$ cat config.mk
export PLATFORM = sky130hd
export DESIGN_NAME = drfs_stage
export DESIGN_NICKNAME = d
export VERILOG_FILES = /design/src/drfs_pkg.sv /design/src/drfs_hyst.sv /design/src/drfs_prefault.sv /design/src/drfs_stage.sv
export SDC_FILE = /design/constraint.sdc
export NUM_CORES = 2
export LEC_CHECK = 0
export BUFFER_PORTS_ARGS = -buffer_cell sky130_fd_sc_hd__clkbuf_2
export CAP_MARGIN = 5
export CORE_MARGIN = 5
export CORE_UTILIZATION = 45
export DETAILED_ROUTE_END_ITERATION = 10
export GPL_TIMING_DRIVEN = 1
export HOLD_SLACK_MARGIN = 0.05
export PLACE_DENSITY_LB_ADDON = 0.3
export SLEW_MARGIN = 40
export SYNTH_ARGS = -nofsm -noshare
export SYNTH_HDL_FRONTEND = slang
export SYNTH_SLANG_ARGS = --single-unit
$ cat constraint.sdc
create_clock -name ref_clk -period 28.8 [get_ports ref_clk]
set_clock_uncertainty 0.15 [all_clocks]
set_input_delay 0 -clock ref_clk [delete_from_list [all_inputs] [get_ports ref_clk]]
set_output_delay 0 -clock ref_clk [all_outputs]
set_load 0.005 [all_outputs]
$ cat src/drfs_pkg.sv
// shared types and constants of the directional residual stage
package drfs_pkg;

   ////////////////////////////////////////////////////////////////////////
   // timing
   localparam int CLK_HZ     = 50_000_000;
   localparam int TS_RES_MS  = 1;
   localparam int MS_CYC_DEF = CLK_HZ / 1000 * TS_RES_MS;
   localparam int BASE_MS    = 5;
   localparam int PRE_MS     = 20;
   localparam int PRE_TAPS   = PRE_MS / BASE_MS;
   localparam int PRE_DEPTH  = 2 * PRE_TAPS;
   localparam int PRE_SHIFT  = $clog2(PRE_TAPS);

   ////////////////////////////////////////////////////////////////////////
   // sizes, ratios, limits
   localparam int NUM_STAGES = 4;
   localparam int NUM_GRP    = 8;
   localparam int RST_NUM    = 97;
   localparam int RST_DEN    = 100;
   localparam int SQ_DEN     = 100;
   localparam logic [15:0] I_NOM = 16'h03E8;
   localparam logic [15:0] U_NOM = 16'h03E8;
   localparam logic [15:0] I_SQ  = 16'(I_NOM / SQ_DEN);
   localparam logic [15:0] U_SQ  = 16'(U_NOM / SQ_DEN);
   // angles in hundredths of a degree
   localparam logic signed [17:0] ANG_HALF = 18'sh04650;
   localparam logic signed [17:0] ANG_FULL = 18'sh08CA0;
   localparam logic [31:0] MUL_IEC  = 32'h1;
   localparam logic [31:0] MUL_ANSI = 32'h2;

   ////////////////////////////////////////////////////////////////////////
   // register map
   localparam logic [7:0] A_CFG      = 8'h00;
   localparam logic [7:0] A_SECTOR   = 8'h01;
   localparam logic [7:0] A_STATUS   = 8'h02;
   localparam logic [7:0] A_CNT_ST   = 8'h03;
   localparam logic [7:0] A_CNT_TR   = 8'h04;
   localparam logic [7:0] A_CNT_BL   = 8'h05;
   localparam logic [7:0] A_STAMP    = 8'h06;
   localparam logic [7:0] A_GRP_BASE = 8'h20;
   localparam logic [7:0] A_GRP_MASK = 8'hE0;
   localparam int GI_MSB = 4;
   localparam int GI_LSB = 2;
   localparam int GF_MSB = 1;
   localparam logic [1:0] GF_ISET = 2'h0;
   localparam logic [1:0] GF_USET = 2'h1;
   localparam logic [1:0] GF_TDLY = 2'h2;

   // output bit positions
   localparam int OUT_ST = 0;
   localparam int OUT_TR = 1;
   localparam int OUT_BL = 2;
   localparam int NUM_OUT = 3;

   ////////////////////////////////////////////////////////////////////////
   // types
   typedef enum logic [1:0] {IN_COARSE, IN_SENS, IN_CALC} drfs_insel_t;
   typedef enum logic [1:0] {MAG_RMS, MAG_TRMS, MAG_PP} drfs_mag_t;
   typedef enum logic [1:0] {MD_INSTANT, MD_DT, MD_IDMT} drfs_mode_t;
   typedef enum logic [1:0] {CV_IEC, CV_ANSI, CV_CUSTOM} drfs_curve_t;

   typedef struct packed {
      logic [3:0]  cust_k;
      drfs_curve_t curve;
      drfs_mode_t  mode;
      logic        u_inv;
      logic        u_calc;
      drfs_mag_t   mag;
      drfs_insel_t in_sel;
   } drfs_cfg_t;
   localparam int CFG_W = $bits(drfs_cfg_t);

   typedef struct packed {
      logic [15:0] tdly;
      logic [15:0] uset;
      logic [15:0] iset;
   } drfs_grp_t;

   typedef struct packed {
      logic signed [15:0] half;
      logic signed [15:0] center;
   } drfs_sector_t;

   typedef struct packed {
      logic [15:0]        coarse_rms;
      logic [15:0]        coarse_trms;
      logic [15:0]        sens_rms;
      logic [15:0]        sens_trms;
      logic [15:0]        calc_rms;
      logic [15:0]        u_rms;
      logic [15:0]        u_calc;
      logic signed [15:0] i_ang;
      logic signed [15:0] u_ang;
   } drfs_meas_t;

   typedef struct packed {
      logic [31:0] stamp;
      logic [2:0]  changed;
      logic [2:0]  level;
      logic [15:0] prefault;
      logic [15:0] value;
      logic [1:0]  stage;
   } drfs_event_t;

   typedef struct packed {
      logic [7:0]  addr;
      logic [31:0] wdata;
      logic        wr;
      logic        rd;
   } drfs_bus_t;

   typedef enum logic [1:0] {TM_IDLE, TM_RUN, TM_TRIPPED} drfs_tm_t;

endpackage : drfs_pkg

$ cat src/drfs_hyst.sv
// threshold comparator with fixed release ratio
`timescale 1ns/1ps
module drfs_hyst (
   // clock and reset
   input  wire logic        ref_clk,
   input  wire logic        rst,
   input  wire logic        ce,
   // level and threshold
   input  wire logic        upd,
   input  wire logic [15:0] val,
   input  wire logic [15:0] set,
   // result
   output logic             pick
);
   import drfs_pkg::*;

   typedef struct packed {
      logic pick;
   } drfs_hyst_st_t;

   drfs_hyst_st_t s_q;
   drfs_hyst_st_t s_d;
   logic [15:0]   rel;

   assign rel  = 16'((32'(set) * RST_NUM) / RST_DEN);
   assign pick = s_q.pick;

   always_comb begin
      s_d = s_q;
      if (upd) begin
         if (val > set) begin
            s_d.pick = 1'b1;
         end else if (val < rel) begin
            s_d.pick = 1'b0;
         end
      end
   end

   always_ff @(posedge ref_clk) begin
      if (rst) begin
         s_q <= '0;
      end else if (ce) begin
         s_q <= s_d;
      end
   end
endmodule : drfs_hyst

$ cat src/drfs_prefault.sv
// pre-fault average over a window that lags the present
`timescale 1ns/1ps
module drfs_prefault (
   // clock and reset
   input  wire logic        ref_clk,
   input  wire logic        rst,
   input  wire logic        ce,
   // magnitude stream
   input  wire logic        upd,
   input  wire logic [15:0] val,
   // average
   output logic [15:0]      avg
);
   import drfs_pkg::*;

   typedef struct packed {
      logic [PRE_DEPTH-1:0][15:0] hist;
      logic [15:0]                avg;
   } drfs_pre_st_t;

   drfs_pre_st_t s_q;
   drfs_pre_st_t s_d;

   assign avg = s_q.avg;

   always_comb begin
      logic [17:0] sum;
      sum = '0;
      s_d = s_q;
      if (upd) begin
         s_d.hist = {s_q.hist[PRE_DEPTH-2:0], val};
         // oldest taps only: window ends one window before now
         for (int i = PRE_TAPS; i < PRE_DEPTH; i++) begin
            sum = sum + 18'(s_d.hist[i]);
         end
         s_d.avg = 16'(sum >> PRE_SHIFT);
      end
   end

   always_ff @(posedge ref_clk) begin
      if (rst) begin
         s_q <= '0;
      end else if (ce) begin
         s_q <= s_d;
      end
   end

endmodule : drfs_prefault

$ cat src/drfs_stage.sv
// directional residual fault stage: select, compare, delay, report
`timescale 1ns/1ps
module drfs_stage #(
   parameter logic [1:0] STAGE_ID  = 2'h0,
   parameter int         MS_CYCLES = drfs_pkg::MS_CYC_DEF
) (
   // clock and reset
   input  wire logic                ref_clk,
   input  wire logic                rst,
   input  wire logic                ce,
   // register port
   input  wire drfs_pkg::drfs_bus_t bus,
   output logic [31:0]              rdata,
   // measurement chain
   input  wire logic                meas_valid,
   input  wire drfs_pkg::drfs_meas_t meas,
   input  wire logic                samp_valid,
   input  wire logic signed [15:0]  coarse_samp,
   input  wire logic signed [15:0]  sens_samp,
   // control
   input  wire logic                block_in,
   input  wire logic [2:0]          grp_sel,
   // outputs
   output logic                     start,
   output logic                     trip,
   output logic                     blocked,
   // event
   output logic                     ev_valid,
   output drfs_pkg::drfs_event_t    ev
);
   import drfs_pkg::*;

   typedef struct packed {
      drfs_cfg_t                    cfg;
      drfs_sector_t                 sector;
      drfs_grp_t [NUM_GRP-1:0]      grp;
      logic [15:0]                  ms_cnt;
      logic [31:0]                  stamp;
      logic signed [15:0]           pk_max;
      logic signed [15:0]           pk_min;
      logic [15:0]                  i_mag;
      logic [15:0]                  u_mag;
      logic                         ang_ok;
      logic                         dir_ok;
      drfs_tm_t                     tm;
      logic [31:0]                  acc;
      logic [NUM_OUT-1:0]           outs;
      logic [NUM_OUT-1:0][15:0]     cnt;
      logic                         ev_valid;
      drfs_event_t                  ev;
      logic [31:0]                  rdata;
   } drfs_stage_st_t;

   drfs_stage_st_t     s_q;
   drfs_stage_st_t     s_d;
   logic [15:0]        sel_i;
   logic [15:0]        sel_u;
   logic [15:0]        pp_now;
   logic               pick_i;
   logic               pick_u;
   logic [15:0]        pre_avg;
   logic               tick;
   drfs_grp_t          g;

   ////////////////////////////////////////////////////////////////////////
   // input selection from stored settings; settings group indexed by the live grp_sel input
   assign pp_now = 16'(s_q.pk_max - s_q.pk_min);
   assign g      = s_q.grp[grp_sel];
   assign tick   = s_q.ms_cnt == 16'(MS_CYCLES - 1);

   always_comb begin
      sel_i = meas.coarse_rms;
      case (s_q.cfg.in_sel)
         IN_COARSE: begin
            case (s_q.cfg.mag)
               MAG_TRMS: sel_i = meas.coarse_trms;
               MAG_PP:   sel_i = pp_now;
               default:  sel_i = meas.coarse_rms;
            endcase
         end
         IN_SENS: begin
            case (s_q.cfg.mag)
               MAG_TRMS: sel_i = meas.sens_trms;
               MAG_PP:   sel_i = pp_now;
               default:  sel_i = meas.sens_rms;
            endcase
         end
         IN_CALC: sel_i = meas.calc_rms;
         default: sel_i = meas.coarse_rms;
      endcase
      sel_u = s_q.cfg.u_calc ? meas.u_calc : meas.u_rms;
   end

   ////////////////////////////////////////////////////////////////////////
   // magnitude comparators and pre-fault history
   drfs_hyst u_hyst_i (
      .ref_clk (ref_clk),
      .rst     (rst),
      .ce      (ce),
      .upd     (meas_valid),
      .val     (sel_i),
      .set     (g.iset),
      .pick    (pick_i)
   );

   drfs_hyst u_hyst_u (
      .ref_clk (ref_clk),
      .rst     (rst),
      .ce      (ce),
      .upd     (meas_valid),
      .val     (sel_u),
      .set     (g.uset),
      .pick    (pick_u)
   );

   drfs_prefault u_pre (
      .ref_clk (ref_clk),
      .rst     (rst),
      .ce      (ce),
      .upd     (meas_valid),
      .val     (sel_i),
      .avg     (pre_avg)
   );

   ////////////////////////////////////////////////////////////////////////
   // main update
   always_comb begin
      logic signed [15:0]  samp;
      logic signed [17:0]  d;
      logic signed [17:0]  ad;
      logic                ang_ok;
      logic                st;
      logic                tr;
      logic                bl;
      logic [31:0]         excess;
      logic [31:0]         mult;
      logic [31:0]         goal;
      logic [31:0]         acc_n;
      logic [NUM_OUT-1:0]  outs;
      logic [NUM_OUT-1:0]  chg;
      samp   = '0;
      d      = '0;
      ad     = '0;
      ang_ok = 1'b0;
      st     = 1'b0;
      tr     = 1'b0;
      bl     = 1'b0;
      excess = '0;
      mult   = '0;
      goal   = '0;
      acc_n  = '0;
      outs   = '0;
      chg    = '0;
      s_d          = s_q;
      s_d.ev_valid = 1'b0;
      s_d.rdata    = '0;

      // millisecond stamp base
      s_d.ms_cnt = tick ? '0 : s_q.ms_cnt + 16'h0001;
      if (tick) begin
         s_d.stamp = s_q.stamp + 32'h0000_0001;
      end

      // raw peak tracking between measurement strobes
      samp = (s_q.cfg.in_sel == IN_SENS) ? sens_samp : coarse_samp;
      if (meas_valid) begin
         s_d.pk_max = samp;
         s_d.pk_min = samp;
      end else if (samp_valid) begin
         if (samp > s_q.pk_max) begin
            s_d.pk_max = samp;
         end
         if (samp < s_q.pk_min) begin
            s_d.pk_min = samp;
         end
      end

      // angle against neutral voltage, refreshed every strobe
      d = 18'(meas.i_ang) - 18'(meas.u_ang);
      if (s_q.cfg.u_inv) begin
         d = d + ANG_HALF;
      end
      d = d - 18'(s_q.sector.center);
      for (int k = 0; k < 2; k++) begin
         if (d > ANG_HALF) begin
            d = d - ANG_FULL;
         end else if (d < -ANG_HALF) begin
            d = d + ANG_FULL;
         end
      end
      ad = (d < 0) ? -d : d;
      ang_ok = (sel_i > I_SQ) && (sel_u > U_SQ);
      if (meas_valid) begin
         s_d.i_mag  = sel_i;
         s_d.u_mag  = sel_u;
         s_d.ang_ok = ang_ok;
         s_d.dir_ok = ang_ok && (ad <= 18'(s_q.sector.half));
      end

      // compare, angle, block
      bl = pick_i && block_in;
      st = pick_i && pick_u && s_q.ang_ok && s_q.dir_ok
           && !block_in;

      // time characteristic
      excess = (s_q.i_mag > g.iset) ? 32'(s_q.i_mag - g.iset) : '0;
      case (s_q.cfg.curve)
         CV_ANSI:   mult = MUL_ANSI;
         CV_CUSTOM: mult = 32'(s_q.cfg.cust_k);
         default:   mult = MUL_IEC;
      endcase
      if (s_q.cfg.mode == MD_IDMT) begin
         goal  = 32'(g.tdly) * 32'(g.iset);
         acc_n = s_q.acc + 32'(excess * mult);
      end else begin
         goal  = 32'(g.tdly);
         acc_n = s_q.acc + 32'h0000_0001;
      end
      case (s_q.tm)
         TM_IDLE: begin
            s_d.acc = '0;
            if (st) begin
               s_d.tm = (s_q.cfg.mode == MD_INSTANT) ? TM_TRIPPED : TM_RUN;
            end
         end
         TM_RUN: begin
            if (!st) begin
               s_d.tm  = TM_IDLE;
               s_d.acc = '0;
            end else if (tick) begin
               s_d.acc = acc_n;
               if (acc_n >= goal) begin
                  s_d.tm = TM_TRIPPED;
               end
            end
         end
         TM_TRIPPED: begin
            if (!st) begin
               s_d.tm  = TM_IDLE;
               s_d.acc = '0;
            end
         end
         default: begin
            s_d.tm  = TM_IDLE;
            s_d.acc = '0;
         end
      endcase
      // instant: trip rises with start in the same cycle
      tr = st && ((s_q.tm == TM_TRIPPED)
                  || (s_q.cfg.mode == MD_INSTANT));

      // outputs, events, counters
      outs = '0;
      outs[OUT_ST] = st;
      outs[OUT_TR] = tr;
      outs[OUT_BL] = bl;
      chg = outs ^ s_q.outs;
      s_d.outs = outs;
      if (chg != '0) begin
         s_d.ev_valid    = 1'b1;
         s_d.ev.stamp    = s_q.stamp;
         s_d.ev.changed  = chg;
         s_d.ev.level    = outs;
         s_d.ev.prefault = pre_avg;
         s_d.ev.value    = s_q.i_mag;
         s_d.ev.stage    = STAGE_ID;
      end
      for (int k = 0; k < NUM_OUT; k++) begin
         if (outs[k] && !s_q.outs[k]) begin
            s_d.cnt[k] = s_q.cnt[k] + 16'h0001;
         end
      end

      // register port
      if (bus.wr) begin
         if (bus.addr == A_CFG) begin
            s_d.cfg = drfs_cfg_t'(bus.wdata[CFG_W-1:0]);
         end else if (bus.addr == A_SECTOR) begin
            s_d.sector = drfs_sector_t'(bus.wdata);
         end else if ((bus.addr & A_GRP_MASK) == A_GRP_BASE) begin
            case (bus.addr[GF_MSB:0])
               GF_ISET: s_d.grp[bus.addr[GI_MSB:GI_LSB]].iset =
                           bus.wdata[15:0];
               GF_USET: s_d.grp[bus.addr[GI_MSB:GI_LSB]].uset =
                           bus.wdata[15:0];
               GF_TDLY: s_d.grp[bus.addr[GI_MSB:GI_LSB]].tdly =
                           bus.wdata[15:0];
               default: s_d.grp = s_q.grp;
            endcase
         end
      end
      if (bus.rd) begin
         case (bus.addr)
            A_CFG:    s_d.rdata = 32'(s_q.cfg);
            A_SECTOR: s_d.rdata = 32'(s_q.sector);
            A_STATUS: s_d.rdata = 32'({grp_sel, s_q.tm, s_q.dir_ok,
                                       s_q.ang_ok, s_q.outs});
            A_CNT_ST: s_d.rdata = 32'(s_q.cnt[OUT_ST]);
            A_CNT_TR: s_d.rdata = 32'(s_q.cnt[OUT_TR]);
            A_CNT_BL: s_d.rdata = 32'(s_q.cnt[OUT_BL]);
            A_STAMP:  s_d.rdata = s_q.stamp;
            default: begin
               if ((bus.addr & A_GRP_MASK) == A_GRP_BASE) begin
                  case (bus.addr[GF_MSB:0])
                     GF_ISET: s_d.rdata =
                        32'(s_q.grp[bus.addr[GI_MSB:GI_LSB]].iset);
                     GF_USET: s_d.rdata =
                        32'(s_q.grp[bus.addr[GI_MSB:GI_LSB]].uset);
                     GF_TDLY: s_d.rdata =
                        32'(s_q.grp[bus.addr[GI_MSB:GI_LSB]].tdly);
                     default: s_d.rdata = '0;
                  endcase
               end
            end
         endcase
      end
   end

   always_ff @(posedge ref_clk) begin
      if (rst) begin
         s_q <= '0;
      end else if (ce) begin
         s_q <= s_d;
      end
   end

   assign start    = s_q.outs[OUT_ST];
   assign trip     = s_q.outs[OUT_TR];
   assign blocked  = s_q.outs[OUT_BL];
   assign ev_valid = s_q.ev_valid;
   assign ev       = s_q.ev;
   assign rdata    = s_q.rdata;
endmodule : drfs_stage

* Word level (Yosys, flattened, before mapping)
Index checks and enable logic that the tools add are counted.
Storage, ports and cells: bits in registers 830, bits of input ports 227, word-level logic and storage cells 227
Cells by class: $add $sub $neg 20, multiply operators 4, div/mod/pow operators 2, magnitude comparators 19, equal/unequal tests 23, mux-type cells 50, bitwise logic cells 3, reduce and logical (&&, ||, !) cells 44
Operators with widths (number):
- 384-bit bitwise mux | 3
- 384-bit case mux with 3 select lines | 1
- 48-bit demux with 3-bit select | 3
- 48-bit binary-select mux with 3-bit select | 2
- 32-bit 2-to-1 mux | 7
- 32-bit case mux with 7 select lines | 1
- 48-bit 2-to-1 mux | 3
- 16-bit 2-to-1 mux | 7
- 18-bit 2-to-1 mux | 6
- 34-bit 2-to-1 mux | 3
- 34-bit case mux with 3 select lines | 1
- 16-bit case mux with 3 select lines | 2
- 73-bit 2-to-1 mux | 1
- 16-bit by 1-bit adder with 16-bit output (second input constant) | 4
- 32-bit by 1-bit adder with 32-bit output (second input constant) | 2
- 23-bit by 7-bit divider with 32-bit output (second input constant) | 2
- 16-bit greater-than comparator | 4
- 16-bit case mux with 2 select lines | 2
- 16-bit < comparator | 3
- 16-bit by 7-bit multiplier with 23-bit output (second input constant) | 2
- 18-bit by 16-bit adder with 18-bit output | 2
- 18-bit by 17-bit adder with 18-bit output (second input constant) | 2
- 18-bit by 16-bit greater-than comparator with 1-bit output (second input constant) | 2
- 18-bit by 16-bit < comparator with 1-bit output (second input constant) | 2
- 42 further kinds | 98

* Depth between registers and ports, before layout
word-level depth 14, depth in mapped cells 101, mapped depth without buffers 84

* Hierarchy
A second synthesis with hierarchy kept.
Unflattened totals: cell total of the unflattened synthesis 10794, area, all modules 85558.3 um2
By module, submodules not included:
- drfs_stage | instances 1, cells each 6323, area each 53526.3 um2, seq. area each 14333.7 um2
- drfs_hyst at u_hyst_u | instances 1, cells each 1875, area each 13187.6 um2, seq. area each 20.0 um2
- drfs_hyst at u_hyst_i | instances 1, cells each 1789, area each 12490.7 um2, seq. area each 20.0 um2
- drfs_prefault | instances 1, cells each 807, area each 6353.6 um2, seq. area each 2562.5 um2

* Worst setup path after synthesis
Ideal clock, no wire load.
path type input-to-reg, from in grp_sel[0], to reg u_hyst_u.s_q (netlist: u_hyst_u.pick), arrival 21625 ps, required time 28567 ps, slack 6943 ps, cell stages on the path 87, path through buf_2 -> buf_1 -> clkbuf_1 -> clkbuf_1 -> buf_1 -> mux4_2 -> mux2i_1 -> inv_1 -> ha_1 -> ha_1 -> ha_1 -> inv_1 -> fa_1 -> inv_1 -> ha_1 -> clkbuf_1 -> a211o_1 -> a21oi_1 -> (+51 left out) -> a311oi_1 -> o211ai_1 -> a2111oi_4 -> a211oi_1 -> o2bb2ai_2 -> o2111ai_1 -> o2111ai_2 -> inv_2 -> ha_1 -> o2111ai_1 -> nor3_1 -> nand2_1 -> a21oi_1 -> o211ai_1 -> nor4_1 -> o211a_1 -> nand4_1 -> o221ai_1
On the way: cells in the longest elaborated chain, start to end 7, elaborated cells on any way between the ends 9
Ends and longest elaborated chain:
- start: declaration | line drfs_stage.sv:22 | input wire logic [2:0] grp_sel,
- 48-bit binary-select mux with 3-bit select * | line drfs_stage.sv:68 | assign g = s_q.grp[grp_sel];
- 48-bit 2-to-1 mux (not written as such) * | line drfs_stage.sv:68
- 16-bit by 7-bit multiplier with 23-bit output | line drfs_hyst.sv:25 | assign rel = 16'((32'(set) * RST_NUM) / RST_DEN);
- 23-bit by 7-bit divider with 32-bit output | line drfs_hyst.sv:25
- 16-bit < comparator | line drfs_hyst.sv:33 | end else if (val < rel) begin
- 2-bit nonzero test (no line)
- 3-bit AND reduction (no line)
- end signal: assignment | line drfs_hyst.sv:41 | s_q <= '0;
- end signal: assignment | line drfs_hyst.sv:43 | s_q <= s_d;
- end: declaration | line drfs_hyst.sv:21 | drfs_hyst_st_t s_q;
Mark *: on every way between the ends. The rest lies on a longest branch, timed or not. The select of a mux whose other input is x is not followed. A chain may end at the register's enable or synchronous reset.

==> results.yml <==
global_route:
  grt_pass1_vias: 82458
  grt_pass1_wl_um: 473000
  grt_antenna_before_repair: 16
  grt_max_degree: 109
  overflow: 0
  grt_util_all_layers_pct: 29.3
clock_network:
  clock_sinks: 830
  cts_htree_levels: 3
  tritoncts: "done"
  clockBufferDepth: 3
  cts-root-buf: "clkbuf_16"
  insertion_delay_ns: 0.75
  cts_made_buffers: 92
  clk_pin_slew_ns: 0.07
floorplan:
  dieArea_mm2: 0.200
  chipWidth_um: 447
  die_y_um: 447
  ios: 335
  coreArea_mm2: 0.190
  start_util_pct: 45.2
  floorplan.rows: 160
route:
  drt_iter0_markers: 9297
  drtAntennaViolNets: 0
  wl_per_cell_um: 22.0
  vias_per_cell: 6.18
  detail_route.drc_violations: 0
  drt-pass1-iter-count: 9
  drt-total-wl_um: 306000
  vias: 86173
power:
  p_leak_uw: 0.0375
  seq_power_share_pct: 25.1
  ir_drop_uv: 101
  power.density_mw_per_mm2: 49.3
  power_switching_uw: 1890
  p_clk_share_pct: 27.5
  combPwrFrac_pct: 47.4
  sw_frac_of_total_pct: 40.9
  internal_power_uw: 2730
  power.total_uw: 4630
layout:
  drive_above_1_share_pct: 11.1
  nNetsFinal: 12432
  area_growth_syn_to_layout_pct: 9.38
  nFillCells: 18251
yosys:
  synth_most_common_cell: "nand2_1"
  ys_types: 150
  syn_area_mm2: 0.0858
  syn-mean-instance-area_um2: 7.54
  synth-simple-area-share_pct: 23.0
  ys_seq_area_share_pct: 19.4
  syn_inst: 11388
  synth_commonest_cells: "1729 x nand2_1, 1521 x nor2_1, 907 x a21oi_1, 830 x dfxtp_1, 646 x inv_1"
  synth_compound_area_share_pct: 21.7
  synth_xor_area_share_pct: 5.86
  ys.flop_type: "dfxtp_1"
  synthTopCellsByArea: "dfxtp_1 19%, ha_1 8.1%, nand2_1 7.6%, fa_1 6.9%, nor2_1 6.7%"
  ys_ff_latch: 830
  yosys.area.top_type: "dfxtp_1"
  synth_top_area_share_pct: 19.4
  synth_top_family_by_area: "simple AND/OR/NAND/NOR gates"
  synth.area.mux_share_pct: 8.10
  async_flop_share_pct: 0
  yosysWarningCount: 0
  synthAdderAreaFrac_pct: 15.0
  synth_edf_count: 0
setup_path:
  cp_slowest_cell: "a2111oi_1"
  critPathMostFrequentCell: "ha_1"
  cp_max_fo: 21
  endpoint_kind: "flop"
  worstPathRequired_ns: 29.26
  critPathKind: "reg2reg"
  cpPeakStageDelay_ns: 0.67
  worst_setup_path_start_kind: "flop"
  crit_arrival_ns: 27.59
sta:
  setup_tns_ns: 0
  hold_violations: 0
  slew_violations: 0
  setup_viol: 0
  finalHoldWorstSlack_ns: 0.0755
  max_slew_margin_pct: 32.7
  rsz0062_at_grt: "false"
  clock.fmax_mhz: 36.9
  min_period_over_period_pct: 94.2
  worst_pin_slew_ns: 1.01
  period_needed_ns: 27.13
flow_run:
  cap_violations: 0
hold_path:
  min_path_type: "in2reg"
outcome:
  outcome: "complete, no violations"
placement:
  portBuffers: 332
  place_hpwl_um: 223000
  gp_congestion: 0.947
power by group through the flow:
stage	Sequential (uW)	Combinational, uW	Clock [uW]
3_5_place_dp	1190	2130	0
2_1_floorplan	1180	1650	0
5_1_grt	1160	2410	1340
4_1_cts	1160	2160	1280
3_3_place_gp	1190	2090	0
6_report	1160	2190	1270
routing by layer:
layer	global-route usage, %	share of wire, %	vias up
met1	38.8	42	41772
met5	0	0	-
met3	4.23	8.0	748
met4	12.4	4.7	0
met2	47.9	46	3854
li1	-	-	39799
stage by stage:
stage | util, % | setup WS [ns] | cell area [um2] | std cells
floorplan | - | 6.94 | 85900 | 11390
global placement | 46.6 | 2.51 | 88600 | 13602
detailed placement | 46.8 | 2.19 | 89000 | 13608
CTS | 49.3 | 2.29 | 93800 | 13933
global route | 49.4 | 0.0166 | 93900 | 13945
finish | 49.4 | 1.67 | 93900 | 13947
worst max-delay path, delay by kind of cell (launching register included):
kind                     cells  cell delay, ns
buffers and inverters       14            3.55
multiplexers                 5            2.49
flip-flops                   1            0.33
AND/OR/NAND/NOR             15            3.89
AO/OA/AOI/OAI               41           14.17
XOR/XNOR                     1            0.20
adder cells (fa/ha/maj)      6            2.12
kinds of logic (layout without fill, tap and decap cells):
kind of cell               Yosys count  in the layout
xor gates and xnor gates           558            558
buffers and inverters             1454           1493
DFF                                830            830
AOI/OAI and AO/OA                 2799           2799
and+or+nand+nor                   4457           4457
muxes                              436            437
other                                1              9
adders and majority gates          853            853
final cells by class:
class                      instances  area (um2)  area share, %
clock inverter                    38         598          0.637
clock buffer                     132        2620           2.79
multi-input combinational       9107       63800           68.0
timing repair buffer             646        4530           4.82
inverter                         677        2550           2.72
sequential                       830       16600           17.7
tap                             2511        3140           3.35
antenna                            6        15.0         0.0160
repair_timing:
action	in CTS	in global routing
resized for setup	0	1
hold buffers	155	0
setup buffers	0	6
setup endpoints to repair	0	1
hold endpoints to repair	441	0
final timing paths:
path,startpoint,to,slack [ns],cells after the start
min reg2reg,u_pre.s_q[34],u_pre.s_q[50],0.26,2
max,flop,u_hyst_u.pick,1.67,82
max reg2reg,flop,u_hyst_u.pick,1.67,82
min,grp_sel[0],rdata[7],0.08,5
layout by cell type (no fill, tap or decap), types with 94 or more instances in the layout:
master | Yosys | routed
a22oi_1 | 219 | 219
dlygate4sd3_1 | 0 | 155
buf_4 | 112 | 141
mux2i_1 | 117 | 106
nor3_1 | 189 | 183
nor2_1 | 1521 | 1506
xnor2_1 | 346 | 342
clkbuf_2 | 0 | 325
o21ai_0 | 459 | 457
inv_1 | 646 | 646
a21oi_1 | 907 | 905
ha_1 | 555 | 552
fa_1 | 296 | 295
nor2b_1 | 100 | 98
mux4_2 | 192 | 192
dfxtp_1 | 830 | 830
nand4_1 | 104 | 104
a21o_1 | 142 | 142
nand3_1 | 207 | 206
xor2_1 | 198 | 196
mux2_2 | 120 | 120
o21bai_1 | 94 | 94
nand2_1 | 1729 | 1715
and2_1 | 103 | 100
No activity file was read; power rests on OpenSTA's default activity.
